## src/hw/fdq_defines.svh

```systemverilog
// timing constants and comparator bit positions of the fault diagnosis sequencer
// Function
// - Rising enable or falling inverted enable clears the latched low fault flag.
// - Supply, thermal or over-current faults run regeneration before outputs go high-Z.
// - Regeneration is low-side (both N switches) or high-side (both P switches).
// - Short to supply uses high-side regeneration; every other cause uses low-side.
// - Logic-supply power-on undervoltage skips regeneration, outputs straight to high-Z.
// - Simultaneous high-side and low-side over-current turns every switch off.
// - Diagnosis switches comparator thresholds and checks normal and abnormal responses.
// - Diagnosis starts at power-up or when enable pins change to disabled.
// - Initial diagnosis waits until all three comparators report undetected.
// - Restart diagnosis needs disabled state and all comparators undetected.
// - Both diagnosis kinds last about 80 microseconds.
// - During diagnosis enables are ignored, outputs high-Z, fault flag low.
// - Result shows on fault flag once enabled: high pass, low fail.
// - Failing result latches until power-on reset or a new restart diagnosis.
// - Threshold select high picks diagnosis threshold, low picks normal threshold.
// - Three tests: normal, changed, normal; failures still leave outputs functional.
// - Diagnosis never starting reports abnormal and keeps outputs high-Z.
// - Over-current restart is one enable falling or inverted enable rising pulse.
`ifndef FDQ_DEFINES_SVH
`define FDQ_DEFINES_SVH

`define FDQ_CLK_MHZ        250
`define FDQ_FAULT_FLAG_N_TIME_NS   80000
`define FDQ_FAULT_FLAG_N_CYCLES    ((`FDQ_FAULT_FLAG_N_TIME_NS * `FDQ_CLK_MHZ) / 1000)
`define FDQ_REGEN_TIME_NS  2000
`define FDQ_REGEN_CYCLES   ((`FDQ_REGEN_TIME_NS * `FDQ_CLK_MHZ) / 1000)
`define FDQ_START_TIMEOUT  1000000
`define FDQ_CMP_BATT_UV    0
`define FDQ_CMP_LOGIC_UV   1
`define FDQ_CMP_LOGIC_OV   2

`endif

```

## src/hw/fdq_pkg.sv

```systemverilog
// types shared by the fault diagnosis sequencer
package fdq_pkg;

	// gate drive of one half bridge
	typedef struct packed {
		logic highOn;
		logic lowOn;
	} fdq_leg_s;

	// fault detector inputs
	typedef struct packed {
		logic battUv;
		logic logicUv;
		logic logicOv;
		logic thermalShutdown;
		logic ocHigh;
		logic ocLow;
		logic shortToSupply;
	} fdq_fault_s;

	typedef enum logic [1:0] {
		FDQ_TEST_NORM1,
		FDQ_TEST_CHANGED,
		FDQ_TEST_NORM2
	} fdq_test_e;

endpackage

```

## src/hw/fdq_sync.sv

```systemverilog
// two-flop synchroniser for a bus of pin levels
`timescale 1ns/100ps
module fdq_sync #(
	parameter int WIDTH = 1
) (
	input  wire logic             clk_sys,
	input  wire logic             sys_rst,
	input  wire logic [WIDTH-1:0] din,
	output logic      [WIDTH-1:0] dout
);
	logic [WIDTH-1:0] stage1;

	// first stage only feeds the second
	always_ff @(posedge clk_sys) begin
		if (sys_rst) begin
			stage1 <= '0;
			dout   <= '0;
		end else begin
			stage1 <= din;
			dout   <= stage1;
		end
	end
endmodule

```

## src/hw/fdq_sequencer.sv

```systemverilog
// protection and self-diagnosis sequencer of an h-bridge driver
`timescale 1ns/100ps
`include "fdq_defines.svh"
module fdq_sequencer #(
	parameter int FAULT_FLAG_N_CYCLES   = `FDQ_FAULT_FLAG_N_CYCLES,
	parameter int REGEN_CYCLES  = `FDQ_REGEN_CYCLES,
	parameter int START_TIMEOUT = `FDQ_START_TIMEOUT
) (
	input  wire logic              clk_sys,
	input  wire logic              sys_rst,
	input  wire logic              por_n,
	input  wire logic              drive_enable,
	input  wire logic              drive_enable_inv,
	input  wire fdq_pkg::fdq_leg_s cmdA,
	input  wire fdq_pkg::fdq_leg_s cmdB,
	input  wire fdq_pkg::fdq_fault_s faults,
	input  wire logic [2:0]        cmpDetect,
	output fdq_pkg::fdq_leg_s      bridge_out_a,
	output fdq_pkg::fdq_leg_s      bridge_out_b,
	output logic [2:0]             thresholdSel,
	output logic                   fault_flag_n,
	output logic                   diagBusy
);
	// ------------------------------------------------------------
	// input synchronisation
	// ------------------------------------------------------------
	localparam int NIN = 13;
	logic [NIN-1:0]      rawIn;
	logic [NIN-1:0]      syncIn;
	logic                porN;
	logic                en;
	logic                enInv;
	fdq_pkg::fdq_fault_s flt;
	logic [2:0]          cmp;

	assign rawIn = {por_n, drive_enable, drive_enable_inv, faults, cmpDetect};

	fdq_sync #(.WIDTH(NIN)) uSync (
		.clk_sys (clk_sys),
		.sys_rst (sys_rst),
		.din     (rawIn),
		.dout    (syncIn)
	);

	assign porN  = syncIn[12];
	assign en    = syncIn[11];
	assign enInv = syncIn[10];
	assign flt   = fdq_pkg::fdq_fault_s'(syncIn[9:3]);
	assign cmp   = syncIn[2:0];

	// ------------------------------------------------------------
	// enable edge detection
	// ------------------------------------------------------------
	logic enD;
	logic enInvD;
	logic enabled;
	logic enabledD;
	logic clearEdge;
	logic disableEdge;

	assign enabled = en && !enInv;

	always_ff @(posedge clk_sys) begin
		if (sys_rst) begin
			enD      <= 1'b0;
			enInvD   <= 1'b1;
			enabledD <= 1'b0;
		end else begin
			enD      <= en;
			enInvD   <= enInv;
			enabledD <= enabled;
		end
	end

	// rising enable or falling inverted enable
	assign clearEdge   = (en && !enD) || (!enInv && enInvD);
	// enabled pair drops to disabled pair
	assign disableEdge = enabledD && !en && enInv;

	// ------------------------------------------------------------
	// diagnosis sequencer
	// ------------------------------------------------------------
	typedef enum logic [2:0] {
		ST_POR,
		ST_WAIT_INIT,
		ST_WAIT_RESTART,
		ST_TEST,
		ST_IDLE
	} st_e;

	st_e               state;
	fdq_pkg::fdq_test_e test;
	logic [31:0]       tick;
	logic [31:0]       waitCnt;
	logic              diagFail;
	logic              neverStarted;
	logic              allClear;
	logic              sampleNow;

	localparam int PHASE = FAULT_FLAG_N_CYCLES / 3;

	assign allClear  = (cmp == 3'h0);
	assign sampleNow = (tick == 32'(PHASE - 1));

	// expected comparator response for a test phase
	function automatic logic [2:0] expectCmp(fdq_pkg::fdq_test_e t);
		expectCmp = (t == fdq_pkg::FDQ_TEST_CHANGED) ? 3'h7 : 3'h0;
	endfunction

	always_ff @(posedge clk_sys) begin
		if (sys_rst || !porN) begin
			state        <= ST_POR;
			test         <= fdq_pkg::FDQ_TEST_NORM1;
			tick         <= 32'h0;
			waitCnt      <= 32'h0;
			diagFail     <= 1'b0;
			neverStarted <= 1'b0;
		end else begin
			case (state)
				ST_POR: begin
					state   <= ST_WAIT_INIT;
					waitCnt <= 32'h0;
				end
				ST_WAIT_INIT: begin
					// hold off while supplies are still ramping
					if (allClear) begin
						state        <= ST_TEST;
						test         <= fdq_pkg::FDQ_TEST_NORM1;
						tick         <= 32'h0;
						diagFail     <= 1'b0;
						neverStarted <= 1'b0;
					end else if (waitCnt == 32'(START_TIMEOUT)) begin
						neverStarted <= 1'b1;
					end else begin
						waitCnt <= waitCnt + 32'h1;
					end
				end
				ST_WAIT_RESTART: begin
					if (allClear && !enabled) begin
						state    <= ST_TEST;
						test     <= fdq_pkg::FDQ_TEST_NORM1;
						tick     <= 32'h0;
						diagFail <= 1'b0;
					end else if (enabled) begin
						state <= ST_IDLE;
					end
				end
				ST_TEST: begin
					// three phases of FAULT_FLAG_N_CYCLES / 3 cycles each, rounded down, make up the diagnosis time
					tick <= sampleNow ? 32'h0 : tick + 32'h1;
					if (sampleNow) begin
						if (cmp != expectCmp(test)) begin
							diagFail <= 1'b1;
						end
						case (test)
							fdq_pkg::FDQ_TEST_NORM1:
								test <= fdq_pkg::FDQ_TEST_CHANGED;
							fdq_pkg::FDQ_TEST_CHANGED:
								test <= fdq_pkg::FDQ_TEST_NORM2;
							default: begin
								test  <= fdq_pkg::FDQ_TEST_NORM1;
								state <= ST_IDLE;
							end
						endcase
					end
				end
				ST_IDLE: begin
					if (disableEdge) begin
						state <= ST_WAIT_RESTART;
					end
				end
				default: state <= ST_POR;
			endcase
		end
	end

	// ------------------------------------------------------------
	// threshold select
	// ------------------------------------------------------------
	always_ff @(posedge clk_sys) begin
		if (sys_rst) begin
			thresholdSel <= 3'h0;
		end else if (state == ST_TEST && test == fdq_pkg::FDQ_TEST_CHANGED) begin
			thresholdSel <= 3'h7;
		end else begin
			thresholdSel <= 3'h0;
		end
	end

	logic inDiag;
	assign inDiag = (state != ST_IDLE);

	// ------------------------------------------------------------
	// protection fault latch and regeneration
	// ------------------------------------------------------------
	logic        protFault;
	logic        protLatch;
	logic        regenHigh;
	logic        allOff;
	logic [31:0] regenCnt;
	logic        regenActive;
	logic        latchedKind;

	// thermal and over-current are masked during diagnosis
	assign protFault = flt.battUv || flt.logicUv || flt.logicOv ||
		(!inDiag && (flt.thermalShutdown || flt.ocHigh || flt.ocLow));

	always_ff @(posedge clk_sys) begin
		if (sys_rst || !porN) begin
			protLatch   <= 1'b0;
			regenHigh   <= 1'b0;
			allOff      <= 1'b0;
			regenCnt    <= 32'h0;
			regenActive <= 1'b0;
		end else if (protFault && !protLatch) begin
			protLatch   <= 1'b1;
			regenHigh   <= flt.shortToSupply;
			allOff      <= flt.ocHigh && flt.ocLow;
			regenActive <= !(flt.ocHigh && flt.ocLow);
			regenCnt    <= 32'h0;
		end else begin
			if (regenActive) begin
				// regeneration length is a parameter
				if (regenCnt == 32'(REGEN_CYCLES - 1)) begin
					regenActive <= 1'b0;
				end
				regenCnt <= regenCnt + 32'h1;
			end
			// supply faults recover by themselves, latched ones by edge
			if (protLatch && !protFault && !regenActive &&
				(clearEdge || !(flt.thermalShutdown || flt.ocHigh ||
				flt.ocLow) && !latchedKind)) begin
				protLatch <= 1'b0;
				allOff    <= 1'b0;
			end
		end
	end

	// thermal and over-current latch until an enable edge
	always_ff @(posedge clk_sys) begin
		if (sys_rst || !porN) begin
			latchedKind <= 1'b0;
		end else if (!inDiag &&
			(flt.thermalShutdown || flt.ocHigh || flt.ocLow)) begin
			latchedKind <= 1'b1;
		end else if (clearEdge) begin
			latchedKind <= 1'b0;
		end
	end

	// ------------------------------------------------------------
	// bridge drive and fault flag
	// ------------------------------------------------------------
	fdq_pkg::fdq_leg_s next_a;
	fdq_pkg::fdq_leg_s next_b;
	logic              next_flag;

	always_comb begin
		next_a = cmdA;
		next_b = cmdB;
		if (!porN || inDiag || neverStarted) begin
			next_a = '0;
			next_b = '0;
		end else if (protLatch && regenActive) begin
			next_a = regenHigh ? 2'b10 : 2'b01;
			next_b = regenHigh ? 2'b10 : 2'b01;
		end else if (protLatch || allOff || !enabled) begin
			next_a = '0;
			next_b = '0;
		end
	end

	always_comb begin
		if (inDiag || neverStarted) begin
			next_flag = 1'b0;
		end else if (diagFail || protLatch) begin
			next_flag = 1'b0;
		end else begin
			next_flag = enabled;
		end
	end

	always_ff @(posedge clk_sys) begin
		if (sys_rst) begin
			bridge_out_a <= '0;
			bridge_out_b <= '0;
			fault_flag_n <= 1'b0;
			diagBusy     <= 1'b1;
		end else begin
			bridge_out_a <= next_a;
			bridge_out_b <= next_b;
			fault_flag_n <= next_flag;
			diagBusy     <= inDiag;
		end
	end
endmodule

```

## config.mk

```make
export PLATFORM = sky130hd
export DESIGN_NAME = fdq_sequencer
export DESIGN_NICKNAME = d
export VERILOG_FILES = /design/src/hw/fdq_pkg.sv /design/src/hw/fdq_sync.sv /design/src/hw/fdq_sequencer.sv
export VERILOG_INCLUDE_DIRS = /design/src /design/src/hw
export SDC_FILE = /design/constraint.sdc
export NUM_CORES = 1
export LEC_CHECK = 0
export ABC_AREA = 1
export BUFFER_PORTS_ARGS = -buffer_cell sky130_fd_sc_hd__buf_2
export CORE_MARGIN = 1
export CORE_UTILIZATION = 60
export DETAILED_ROUTE_END_ITERATION = 7
export PLACE_DENSITY = 0.77
export SLEW_MARGIN = 25
export SYNTH_ARGS = -nofsm -noshare
export SYNTH_HDL_FRONTEND = slang
export SYNTH_SLANG_ARGS = --single-unit
```

## constraint.sdc

```tcl
create_clock -name clk_sys -period 5.1 [get_ports clk_sys]
set_clock_uncertainty 0.15 [all_clocks]
set_input_delay 0.51 -clock clk_sys [delete_from_list [all_inputs] [get_ports clk_sys]]
set_output_delay 0.51 -clock clk_sys [all_outputs]
set_load 0.02 [all_outputs]
```

# Yosys cells after proc, flatten, opt, wreduce, memory -nomap -nowiden
# Index checks and enable logic that the tools add are counted.
# classes
addsub	3
n_eq_ne	19
n_mux	41
reduce_logical	59
# op_table
op	n
$mux W32	5
$add A32 B1 Y32 const B	3
$pmux W32 S3	1
$pmux W32 S2	1
$eq A32 B13 Y1 const B	1
$eq A32 B20 Y1 const B	1
$eq A32 B9 Y1 const B	1
$mux W3	8
$mux W2	8
$ne A2 B2 Y1 const B	8
$logic_and A1 B1 Y1	15
$pmux W3 S5	1
$logic_or A1 B1 Y1	14
$mux W1	14
$logic_not A1 Y1	12
$reduce_and A5 Y1	2
$reduce_bool A2 Y1	4
$eq A3 B2 Y1 const B	2
$logic_not A3 Y1	2
$ne A3 B3 Y1 const B	2
$pmux W2 S3	1
$reduce_and A3 Y1	2
$reduce_or A2 Y1	3
$pmux W2 S2	1
other kinds (10)	10
# word_totals
ff_bits	146
input_bits	19
output_inout_bits	9
wordCells	146

# Longest topological paths before layout
# depth
word_depth	10
ltp_mapped	12
mapped_depth_nobuf	12

# Hierarchy
# A second synthesis with hierarchy kept.
# hier_totals
cells_unflattened	1318
area_unflattened_um2	8099.0
# modules_own_cells
module	n_inst	cells_per_inst	area_per_inst_um2	seq_area_each_um2
fdq_sequencer	1	1237	7347.0	2362.3
fdq_sync	1	81	752.0	520.5

# Worst setup path before layout
# No wires, ideal clock.
# synth_timing
path_type	register -> register
startpoint	reg waitCnt[0]
endpoint	reg waitCnt[11]
setup_time_ns	0.068
t_arrival_ns	1.484
required_ns	4.882
setup_slack_ns	3.398
stages_incl_launch_ff	11
path_buffers	1
synth_period_minus_slack_ns	1.702
path_cell_list	dfxtp_1 > inv_1 > ha_1 > inv_1 > nor2_1 > nand3_1 > nor2_2 > a21oi_1 > buf_2 > nand2_1 > a21oi_2
# synth_via
elab_chain_cells	4
elab_cells_between_ends	7
classes_between	add/sub: 1; eq/ne: 2; mux: 3; reduce/logical: 1
# synth_rtl
item	line	source
start: declaration	fdq_sequencer.sv:94	logic [31:0] waitCnt;
start signal: assignment	fdq_sequencer.sv:135	waitCnt <= waitCnt + 32'h1;
$add A32 B1 Y32	fdq_sequencer.sv:135	
$mux W32	fdq_sequencer.sv:132	end else if (waitCnt == 32'(START_TIMEOUT)) begin
$mux W32	fdq_sequencer.sv:126	if (allClear) begin
$pmux W32 S2	fdq_sequencer.sv:119	case (state)
# Parallel ways exist; a longest one is shown, timed or not. The select of a mux whose other input is x is not followed.
# A chain may end at the register's enable or synchronous reset.

# Worst setup path in the final report
# layout_timing
startpoint	in sys_rst
endpoint	reg regenCnt[11]
# layout_via
elab_chain_cells	2
# layout_rtl
item	line	source
start: declaration	fdq_sequencer.sv:10	input wire logic sys_rst,
$logic_or A1 B1 Y1	fdq_sequencer.sv:209	if (sys_rst || !porN) begin
$reduce_or A2 Y1 (no source line)	--	
end signal: assignment	fdq_sequencer.sv:227	regenCnt <= regenCnt + 32'h1;
end: declaration	fdq_sequencer.sv:200	logic [31:0] regenCnt;
# No other way between the ends.

==> run_results.csv <==
group,metric,value,unit
final_layout,synthToLayoutAreaGrowth,9.94,%
critical_path,crit_slowest_cell,"nand2_2",
final_layout,antennaDiodeCount,0,
power,seq_power_share,0.464,
clocking,cts_max_level,4,
timing,worst_pin_slew,562,ps
global_routing,overflow,0,
floorplanning,num_rows,41,
final_layout,postLayoutCellArea,8680,µm²
timing,hold_violations,0,
floorplanning,core_area,12700,µm²
timing,hold_ws,117,ps
critical_path,reg2reg_from,"uSync.dout[0]",
global_routing,grt_start_max_net_pins,32,
floorplanning,pin_count,28,
final_layout,num-fill-cells,1227,
power,comb_power_share,0.025,
yosys,synth_seq_cells,144,
clocking,cts_buffers,17,
clocking,cts_sinks,144,
timing,fmax,0.399,GHz
critical_path,worstRegToRegCells,8,
clocking,holdBufCountCts,0,
critical_path,cp_num_buf_inv,5,
floorplanning,die_y,117,µm
timing,finalCritPeriodShare,0.492,
clocking,cts_resized,0,
floorplanning,fp.dieW,117,µm
timing,setup-tns-final,0,ps
timing,fin_crit,2510,ps
yosys,synth-edff-count,0,
yosys,netlist_area,7900,µm²
timing,rsz0062_at_grt,"false",
routing,dr_total_vias,7627,
power,power.internal,1.87,mW
routing,firstDrtPassIters,5,
timing,maxSlewViolCount,0,
critical_path,rrSetupSlack,2640,ps
clocking,clock_path_buffers,2,
place,hpwl,12400,µm
critical_path,worstSetupPathType,"input port to flop",
worst_hold_path,hold_class,"input port to flop",
place,post_dp_cell_area,8080,µm²
clocking,cts_root_buf,"clkbuf_16",
timing,finalSetupViolCount,0,
final_layout,mostFrequentLayoutCells,"356 x nand2_1, 243 x nor2_1, 170 x inv_1, 144 x dfxtp_1, 89 x nand3_1",
final_layout,register_area,2880,µm²
critical_path,critPathMaxFanout,31,
global_routing,gr-usage-all-layers,0.281,
yosys,synthCells,1274,
critical_path,crit_path_start_kind,"input port",
yosys,async_flop_share,0,
floorplanning,dieArea,13600,µm²
critical_path,r2r-end,"tick[3]",
yosys,avgSynthCellArea,6.20,µm²
routing,drt-total-wl,17800,µm
critical_path,critPathRequiredTime,5270,ps
final_layout,post-route-util,0.682,
global_routing,grt_pass1_vias,6775,
routing,drc,0,
yosys,yosysWarnings,0,
final_layout,drive_gt1_frac,0.0766,
critical_path,path_cells,"buf_2 > inv_1 > nand2_1 > buf_4 > inv_2 > nand2_2 > inv_2 > o21ai_1 > a21oi_1",
timing,slew_headroom,0.623,
power,irDropWorstVdd,0.265,mV
critical_path,cpPeakStageDelay,450,ps
critical_path,critPathArrivalTime,2680,ps
critical_path,crit_family,"buffers and inverters",
yosys,synthFlopType,"dfxtp_1",
final_layout,fin_nets,1317,
yosys,ys_seq_area_frac,0.365,
routing,ant_nets,0,
critical_path,endpoint,"regenCnt[11]",
power,p_sw,590,µW
power,total_power,2.46,mW
floorplanning,start_util,0.621,
clocking,clkTransAtPathRegs,60,ps
place,routabilityCongestion,0.878,
clocking,post_cts_buffers,0,
flow_run,maxCapViolations,0,
power,p_leak,3.34,nW
routing,viasPerCell,5.16,
clocking,insertion_delay,440,ps
place,portBuffers,27,
routing,post_drt_wl_per_cell,12.0,µm
global_routing,grt_pass1_wl,30100,µm
yosys,synth.distinct_cells,38,
power,p_clk_frac,0.511,
yosys,syn-num-nets,1298,
routing,dr.first_iter.drc_count,617,
outcome,status,"finished, final reports clean",
critical_path,cp_common_cell,"inv_2",
final_layout,multiInputGateArea,4180,µm²
critical_path,cp.depth,9,
global_routing,antenna_found_initial,0,
final_layout,final_common_cell,"nand2_1",
clocking,cts_tree,"built",
power,swShare,0.240,
critical_path,startpoint,"sys_rst",
critical_path,worst_setup_path_end_kind,"flop",
power,power.density,283,nW/µm²
## cells by family after synthesis
kind of cell    synth area share
flops                      0.365
fa+ha+maj                0.00792
simple gates               0.428
compound gates            0.0664
buf+inv                    0.106
xor+xnor                  0.0266
## power groups by stage
stage / registers (mW) / clock network (mW) / logic [mW]
after global routing: 1.14 / 1.32 / 0.0710
after global placement: 1.16 / 0 / 0.0596
after floorplan: 1.16 / 0 / 0.0471
after CTS: 1.14 / 1.27 / 0.0618
final: 1.14 / 1.25 / 0.0617
after detailed placement: 1.16 / 0 / 0.0608
## worst reg2reg max path, delay by kind of cell (launching register included)
kind,cells,cell delay (ps)
buffers and inverters,1,540
DFF,1,320
and+or+nand+nor,7,1330
## per-layer routing
layer | vias to the layer above | track usage | share of wire
li1 | 4019 | - | -
met1 | 3393 | 0.339 | 0.46
met2 | 179 | 0.486 | 0.47
met3 | 36 | 0.0669 | 0.048
met4 | 0 | 0.104 | 0.021
met5 | - | 0 | 0
## stage by stage
stage                     std cells  setup WS (ps)
after floorplan                1274           3400
final                          1478           2590
after global routing           1478           2320
after CTS                      1478           2600
after global placement         1446           2220
after detailed placement       1446           2170
## synth_stat cells (all sizes together), types with 2 or more instances
cell type / n / area, µm²
nand2: 368 / 1430
nor2: 255 / 992
inv: 175 / 657
dfxtp: 144 / 2880
nand3: 89 / 445
a21oi: 58 / 302
nor3: 48 / 267
o21ai: 36 / 180
nand4: 26 / 163
buf: 22 / 151
xor2: 14 / 123
xnor2: 10 / 87.6
clkbuf: 7 / 26.3
ha: 5 / 62.6
nand3b: 4 / 30.0
a31oi: 2 / 12.5
and2: 2 / 12.5
nor4: 2 / 18.8
## registers in the layout, summed over array words and instances, names as in the netlist
signal	flops
uSync.stage1	13
regenActive	1
bridge_out_b	2
thresholdSel	1
regenCnt	32
neverStarted	1
state	3
enD	1
enInvD	1
enabledD	1
diagFail	1
tick	32
diagBusy	1
uSync.dout	13
test	2
fault_flag_n	1
protLatch	1
latchedKind	1
bridge_out_a	2
waitCnt	32
allOff	1
regenHigh	1
## how the worst min path moves through the flow
stage	from	end	slack, ps	cells past startpoint
finish	cmpDetect[0]	uSync.stage1[0]	120	3
global route	cmpDetect[2]	uSync.stage1[2]	120	3
CTS	cmpDetect[0]	uSync.stage1[0]	110	3
detailed placement	uSync.stage1[2]	uSync.dout[2]	240	2
global placement	uSync.stage1[9]	uSync.dout[9]	240	2
floorplan	uSync.stage1[0]	uSync.dout[0]	240	2
## final cells by class
cell class,instances,area share
clock buffer,18,0.0506
clock inverter,14,0.0182
inverter,176,0.0761
multi-input combinational,925,0.481
sequential,144,0.332
tap,172,0.0248
timing repair buffer,29,0.0173
Power figures use the tool's default switching activity.
